File: src/logic/frs_params.svh
// Timing and reset constants for the flash reset sequencer
`ifndef FRS_PARAMS_SVH
`define FRS_PARAMS_SVH
`define FRS_CLK_PERIOD_NS     40
`define FRS_PU_MIN_US         1
`define FRS_PU_MAX_US         300
`define FRS_RPH_US            35
`define FRS_RP_NS             200
`define FRS_RS_NS             50
`define FRS_RH_NS             50
// Power-up count: chosen at the minimum, rounded up; must stay under the longest time
`define FRS_PU_CYCLES         ((`FRS_PU_MIN_US * 1000 + `FRS_CLK_PERIOD_NS - 1) / `FRS_CLK_PERIOD_NS)
`define FRS_RPH_CYCLES        ((`FRS_RPH_US * 1000 + `FRS_CLK_PERIOD_NS - 1) / `FRS_CLK_PERIOD_NS)
`define FRS_RP_CYCLES         ((`FRS_RP_NS + `FRS_CLK_PERIOD_NS - 1) / `FRS_CLK_PERIOD_NS)
`define FRS_CNT_W             16
`endif

File: src/logic/frs_pkg.sv
// Types shared by the flash reset sequencer
`default_nettype none
package frs_pkg;
  typedef enum logic [2:0] {
    FRS_POR,
    FRS_HOLD,
    FRS_READY,
    FRS_WARM
  } frs_state_t;

  typedef struct packed {
    logic in_reset;
    logic active;
    logic standby;
    logic outputs_off;
    logic cmd_block;
    logic abort_op;
    logic wel_clear;
  } frs_status_t;
endpackage
`default_nettype wire

File: src/logic/frs_pin_sync.sv
// Three-stage synchroniser with agreement filter for a pin input
`timescale 1ns/1ps
`default_nettype none
module frs_pin_sync
(
  input  wire logic clock_i,
  input  wire logic rst_i,
  input  wire logic pin_i,
  output logic      level_o
);
  logic [2:0] sync_r;
  logic [2:0] sync_nxt;
  logic       level_r;
  logic       level_nxt;

  always_comb
  begin
    sync_nxt  = {sync_r[1:0], pin_i};
    level_nxt = (sync_r[1] == sync_r[2]) ? sync_r[2] : level_r;
  end

  // Pins idle high, so reset to the deasserted level
  always_ff @(posedge clock_i or posedge rst_i)
  begin
    if (rst_i)
    begin
      sync_r  <= 3'h7;
      level_r <= 1'b1;
    end
    else
    begin
      sync_r  <= sync_nxt;
      level_r <= level_nxt;
    end
  end

  assign level_o = level_r;
endmodule // frs_pin_sync
`default_nettype wire

File: src/logic/frs_sequencer.sv
// Power-on, warm reset and power-mode sequencer for a serial flash
`include "frs_params.svh"
`timescale 1ns/1ps
`default_nettype none
module frs_sequencer
(
  input  wire logic            clock_i,
  input  wire logic            rst_i,
  input  wire logic            reset_n_i,
  input  wire logic            select_n_i,
  input  wire logic            op_busy_i,
  input  wire logic            por_fail_i,
  output frs_pkg::frs_status_t status_o
);
  import frs_pkg::*;

  localparam logic [`FRS_CNT_W-1:0] PU_CNT  = `FRS_CNT_W'(`FRS_PU_CYCLES);
  localparam logic [`FRS_CNT_W-1:0] RPH_CNT = `FRS_CNT_W'(`FRS_RPH_CYCLES);
  localparam logic [`FRS_CNT_W-1:0] RP_CNT  = `FRS_CNT_W'(`FRS_RP_CYCLES);

  logic                  rst_pin;
  logic                  sel_pin;
  logic                  rst_pin_d_r;
  logic                  rst_pin_d_nxt;
  frs_state_t            state_r;
  frs_state_t            state_nxt;
  logic [`FRS_CNT_W-1:0] cnt_r;
  logic [`FRS_CNT_W-1:0] cnt_nxt;
  logic [`FRS_CNT_W-1:0] low_r;
  logic [`FRS_CNT_W-1:0] low_nxt;
  logic                  por_bad_r;
  logic                  por_bad_nxt;
  logic                  abort_nxt;
  frs_status_t           status_r;
  frs_status_t           status_nxt;
  logic                  rst_fall;

  frs_pin_sync u_rst_sync
  (
    .clock_i (clock_i),
    .rst_i   (rst_i),
    .pin_i   (reset_n_i),
    .level_o (rst_pin)
  );

  frs_pin_sync u_sel_sync
  (
    .clock_i (clock_i),
    .rst_i   (rst_i),
    .pin_i   (select_n_i),
    .level_o (sel_pin)
  );

  // Edges are taken only after the filter agrees, so single-cycle glitches never start a reset
  assign rst_fall = rst_pin_d_r & ~rst_pin;

  // Pin history: last filtered level and time spent low
  always_comb
  begin
    rst_pin_d_nxt = rst_pin;
    // Saturate so a pin held low for ever cannot wrap and fire a second abort
    if (rst_pin)
    begin
      low_nxt = '0;
    end
    else if (low_r == '1)
    begin
      low_nxt = low_r;
    end
    else
    begin
      low_nxt = low_r + 1'b1;
    end
  end

  // Edge history resets high, matching the idle pin, so no false fall follows reset
  always_ff @(posedge clock_i or posedge rst_i)
  begin
    if (rst_i)
    begin
      rst_pin_d_r <= 1'b1;
      low_r       <= '0;
    end
    else
    begin
      rst_pin_d_r <= rst_pin_d_nxt;
      low_r       <= low_nxt;
    end
  end

  // Sequencing state
  always_comb
  begin
    state_nxt   = state_r;
    cnt_nxt     = cnt_r;
    por_bad_nxt = por_bad_r;
    abort_nxt   = 1'b0;
    unique case (state_r)
      FRS_POR:
      begin
        if (cnt_r < PU_CNT)
        begin
          cnt_nxt = cnt_r + 1'b1;
        end
        else
        begin
          por_bad_nxt = por_fail_i;
          cnt_nxt     = '0;
          // held reset keeps us in reset
          state_nxt   = rst_pin ? FRS_READY : FRS_HOLD;
        end
      end
      FRS_HOLD:
      begin
        if (rst_pin)
        begin
          state_nxt = FRS_READY;
        end
      end
      FRS_READY:
      begin
        if (rst_fall && por_bad_r)
        begin
          state_nxt = FRS_POR;
          cnt_nxt   = '0;
        end
        else if (rst_fall)
        begin
          state_nxt = FRS_WARM;
          cnt_nxt   = '0;
        end
      end
      FRS_WARM:
      begin
        if (low_r == RP_CNT - 1'b1)
        begin
          abort_nxt = 1'b1;
        end
        if (cnt_r < RPH_CNT)
        begin
          cnt_nxt = cnt_r + 1'b1;
        end
        else
        begin
          cnt_nxt   = '0;
          state_nxt = rst_pin ? FRS_READY : FRS_HOLD;
        end
      end
      default:
      begin
        state_nxt = FRS_POR;
        cnt_nxt   = '0;
      end
    endcase
  end

  always_ff @(posedge clock_i or posedge rst_i)
  begin
    if (rst_i)
    begin
      state_r   <= FRS_POR;
      cnt_r     <= '0;
      por_bad_r <= 1'b0;
    end
    else
    begin
      state_r   <= state_nxt;
      cnt_r     <= cnt_nxt;
      por_bad_r <= por_bad_nxt;
    end
  end

  // Status is built from the next state so every output leaves a flip-flop in step with it
  always_comb
  begin
    status_nxt             = '0;
    status_nxt.in_reset    = (state_nxt != FRS_READY);
    // outputs off and commands blocked in recovery
    status_nxt.outputs_off = (state_nxt != FRS_READY);
    status_nxt.cmd_block   = (state_nxt != FRS_READY);
    status_nxt.abort_op    = abort_nxt;
    // latch cleared at end of any reset
    status_nxt.wel_clear   = (state_r != FRS_READY) && (state_nxt == FRS_READY);
    // active while selected or still busy
    status_nxt.active      = (state_nxt == FRS_READY) && (~sel_pin || op_busy_i);
    status_nxt.standby     = ~status_nxt.active;
  end

  always_ff @(posedge clock_i or posedge rst_i)
  begin
    if (rst_i)
    begin
      status_r <= '{in_reset: 1'b1, outputs_off: 1'b1, cmd_block: 1'b1, standby: 1'b1, default: 1'b0};
    end
    else
    begin
      status_r <= status_nxt;
    end
  end

  assign status_o = status_r;
endmodule // frs_sequencer
`default_nettype wire

File: config.mk
export PLATFORM = sky130hd
export DESIGN_NAME = frs_sequencer
export DESIGN_NICKNAME = d
export VERILOG_FILES = /design/src/logic/frs_pkg.sv /design/src/logic/frs_pin_sync.sv /design/src/logic/frs_sequencer.sv
export VERILOG_INCLUDE_DIRS = /design/src /design/src/logic
export SDC_FILE = /design/constraint.sdc
export NUM_CORES = 1
export LEC_CHECK = 0
export BUFFER_PORTS_ARGS = -buffer_cell sky130_fd_sc_hd__buf_2
export CORE_MARGIN = 2
export CORE_UTILIZATION = 65
export CTS_CLUSTER_DIAMETER = 50
export DETAILED_ROUTE_END_ITERATION = 7
export HOLD_SLACK_MARGIN = 0.12
export PLACE_DENSITY = 0.91
export RECOVER_POWER = 50
export REMOVE_ABC_BUFFERS = 1
export SYNTH_ARGS = -nofsm -noshare
export SYNTH_HDL_FRONTEND = slang
export SYNTH_SLANG_ARGS = --single-unit
export TNS_END_PERCENT = 100
File: constraint.sdc
create_clock -name clock_i -period 3.5 [get_ports clock_i]
set_clock_uncertainty 0.2 [all_clocks]
set_input_delay 0.525 -clock clock_i [delete_from_list [all_inputs] [get_ports clock_i]]
set_output_delay 0.525 -clock clock_i [all_outputs]
set_load 0.05 [all_outputs]
==> flow_results.org <==
** Status
- Outcome :: finished, violations left
- The checks that failed: max-capacitance violations, max-slew violations.

** Critical path
- At the worst endpoint, the arrival time is 2.39 ns.
- The largest single stage delay on the critical path is 1.00 ns.
- The critical path crosses 6 cells after its start point.
- Worst-case reg-to-reg path depth :: 6
- Category of the most critical setup path :: reg2reg
- The number of buffers and inverters on the critical path is 1.
- The slowest stage of the critical path is the dfstp_1 cell.
- STA classifies the critical path endpoint as a flop.
- The cell family contributing the most delay on the critical path is flip-flops.
- Critical-path maximum fanout :: 22
- Cells along the critical path :: and2b_1 > o21ai_4 > and2_0 > buf_4 > nor4_1 > a2bb2oi_1
- At the worst endpoint, the required time is 3.49 ns.
- Startpoint kind of the worst setup timing path :: flop

** Final layout
- Fin cells :: 317
- Leading cell type in the layout, fill and taps excluded :: dfrtp_1
- Antenna cells :: 0
- Area growth, synth to finish :: 6.08%
- Most frequent cells in the layout :: dfrtp_1 (39), nand2_1 (31), nor2_1 (24)
- Proportion of layout cells with a drive suffix above 1 :: 0.191
- Design Area, Final :: 2790 um2
- At the end of the flow, the number of nets in the layout was 276.

** Global routing
- Remaining Overflow, GRT :: 0
- The number of antenna violations at the first check in global routing is 0.
- For this run, the total global-route usage over all layers was measured as 0.243.
- Maximum number of pins on one net before global-route repair :: 51
- The first global-routing pass estimated 8.14 mm of wire.
- The number of global-route vias before repair was 1701.

** Timing
- Dividing the final minimum period by the clock period gives 0.688.
- Adding up every negative setup slack in the final design gives 0 ns.
- Final Slew Violations :: 51
- Final Critical Period :: 2.41 ns
- Achievable frequency :: 0.415 GHz
- In this run the tightest slew margin relative to its limit is -0.188.
- Setup repair after global routing left no endpoint under its margin.
- Hold Violations, Final :: 0
- Setup violations remaining at the end of the flow were counted as 0.
- Slew @ Worst Pin :: 1.78 ns

** Detailed routing
- Count of nets left with antenna violations after detail routing :: 0
- Routed Wire Length :: 4.91 mm
- Number of vias per cell after detailed routing :: 6.12
- Wire per inst :: 15.5 um
- Final routed DRC violation total :: 0
- The final route contains 1940 vias.
- The first TritonRoute pass finished after 4 iterations.
- In this run, the number of DRC markers left after iteration 0 of detailed routing was 186.

** Logic synthesis
- Share of synthesized flip-flops with an asynchronous set or reset :: 1.00
- Post-synthesis cell area :: 2630 um2
- Top cell type's share of synthesized area :: 0.371
- Yosys mapped a number of flops with a built-in enable equal to 0.
- Synthesis produced 257 cells.
- Sorting the synthesized cells by area gives the leading types as dfrtp_1 (37%), dfstp_2 (11%), nand2_1 (4.4%).
- Number of warnings issued by yosys :: 0
- Sequential fraction of the synthesis area :: 0.480
- Yosys mapped the design onto 62 distinct sky130hd cell types.
- The synthesized design contains 50 register bits.
- The biggest area contributor in the post-synthesis netlist is dfrtp_1.
- In the synthesized netlist the dominant register cell turns out to be dfrtp_1.
- Average footprint of a synthesized cell :: 10.2 um2

** Floorplanning
- After floorplanning, the core was sized to cover 3940 um2.
- DIE WIDTH :: 67.7 um
- Die outline area :: 4580 um2
- Top-level I/O count :: 13
- Height of the chip :: 67.7 um
- The floorplan has 23 rows.
- For this configuration, the core starts out at a cell density of 0.668.

** Power and ir drop
- For this design the total switching power over the nets is 311 uW.
- Leakage :: 1.18 nW
- Of the total power, the share spent switching nets is 0.280.
- The worst-case IR drop observed on VDD is 0.288 mV.
- Share of power burned in the clock network :: 0.323
- Reg power frac :: 0.586
- Cell-internal power :: 800 uW
- Pwr/cell area :: 398 nW/um2
- Combinational share of power :: 0.092

** Placement
- Placer congestion estimate :: 0.835
- DP Area :: 2680 um2
- Port Buf Inserts :: 12
- In this run, placement finished with an instance count of 307.
- Final HPWL DP :: 3.40 mm

** Clock network
- After clock tree synthesis, the clock-pin slew on the worst setup and hold paths is 0.10 ns.
- Maximum level of the CTS H-tree :: 2
- The tree is rooted in a clkbuf_8.
- Worst-Skew Late Latency :: 0.31 ns
- TritonCTS built the clock tree.
- Number of clock sinks :: 50
- Post-CTS timing repair inserted 0 buffers for setup.
- The number of clock buffers added by TritonCTS is 5.
- Counting along the longest clock path gives a buffer depth of 2.

** Worst hold path
- Tightest Hold Check Type :: reg2reg
- Counting instances, the worst hold path has a depth of 0.

** Job
- Number of maximum-capacitance violations :: 1
## layout make-up
type / count / area, um2
well taps: 50 / 62.6
repair buffers: 16 / 95.1
clock buffers: 5 / 68.8
multi-input cells: 184 / 1240
fillers: 282 / 1150
inverters: 9 / 33.8
flip-flops and latches: 50 / 1260
clock inverters: 3 / 28.8
## synth_stat cells, types with 2 or more instances
cell type and instances:
dfrtp_1 39, nand2_1 31, nor2_1 24, dfstp_2 11, inv_1 9, a21oi_1 8, nand4_1 8, nor3_1 8
o211ai_1 7, xnor2_1 7, and3_1 6, o21ai_0 6, xor2_1 6, nand3_1 5, a41oi_1 4, ha_1 4
nor4_1 4, a211oi_1 3, a2bb2oi_1 3, and4_1 3, buf_2 3, buf_4 3, clkbuf_1 3, o22ai_1 3
and2b_1 2, and3_2 2, buf_6 2, clkbuf_2 2, maj3_1 2, nand2_2 2, nand2b_1 2, nor4b_1 2
o21a_1 2, or3_1 2, or3_4 2
## path summary, 6_finish.rpt
check	start	endpoint	slack (ns)
setup / recovery	u_rst_sync.level_o$_DFFE_PP1N_	cnt_r[12]$_DFFE_PP0P_	1.09
max in group asynchronous	rst_i	cnt_r[6]$_DFFE_PP0P_	1.51
setup reg to reg	u_rst_sync.level_o$_DFFE_PP1N_	cnt_r[12]$_DFFE_PP0P_	1.09
min in group asynchronous	rst_i	status_o[5]$_DFF_PP0_	0.57
hold / removal	u_rst_sync.sync_r[0]$_DFF_PP1_	u_rst_sync.sync_r[1]$_DFF_PP1_	0.17
hold reg to reg	u_rst_sync.sync_r[0]$_DFF_PP1_	u_rst_sync.sync_r[1]$_DFF_PP1_	0.17
## per-layer routing
layer	track usage	wire length [um]	vias to the layer above
li1	-	-	934
met1	0.327	2190	955
met2	0.382	2440	44
met3	0.0650	221	7
met4	0.0816	67	0
met5	0	0	-
## per-stage QoR
stage,util,worst slack (ns),power (mW),hold WS [ns]
floorplan,-,1.23,0.731,0.145
global placement,0.679,1.36,0.754,0.147
detailed placement,0.679,1.22,0.763,0.148
CTS,0.709,1.22,1.12,0.164
global route,0.709,0.968,1.17,0.174
finish,0.709,1.09,1.11,0.169
## what timing repair did
item | in CTS | in global routing
resized for setup | 0 | 0
hold endpoints to repair | 2 | 0
setup endpoints to repair | 0 | 0
hold buffers | 2 | 0
## power groups by stage
stage	clock, mW	sequential [mW]	combinational (mW)
after floorplan	0	0.654	0.0770
after global placement	0	0.660	0.0939
after detailed placement	0	0.662	0.101
after CTS	0.367	0.652	0.103
after global routing	0.389	0.657	0.121
final	0.358	0.651	0.102
## logic make-up after synthesis
group | synth area share
AOI/OAI and AO/OA | 0.133
xor gates and xnor gates | 0.0432
adders and majority gates | 0.0266
buffers and inverters | 0.0489
DFF | 0.480
muxes | 0.00428
other | 0.00142
and+or+nand+nor | 0.262
## registers in the layout, indices dropped and copies added (netlist names), 3 cells and up
register and cells:
cnt_r 16, low_r 16, status_o 5, state_r 3
u_rst_sync.sync_r 3, u_sel_sync.sync_r 3
(Power assumes the default switching activity.)
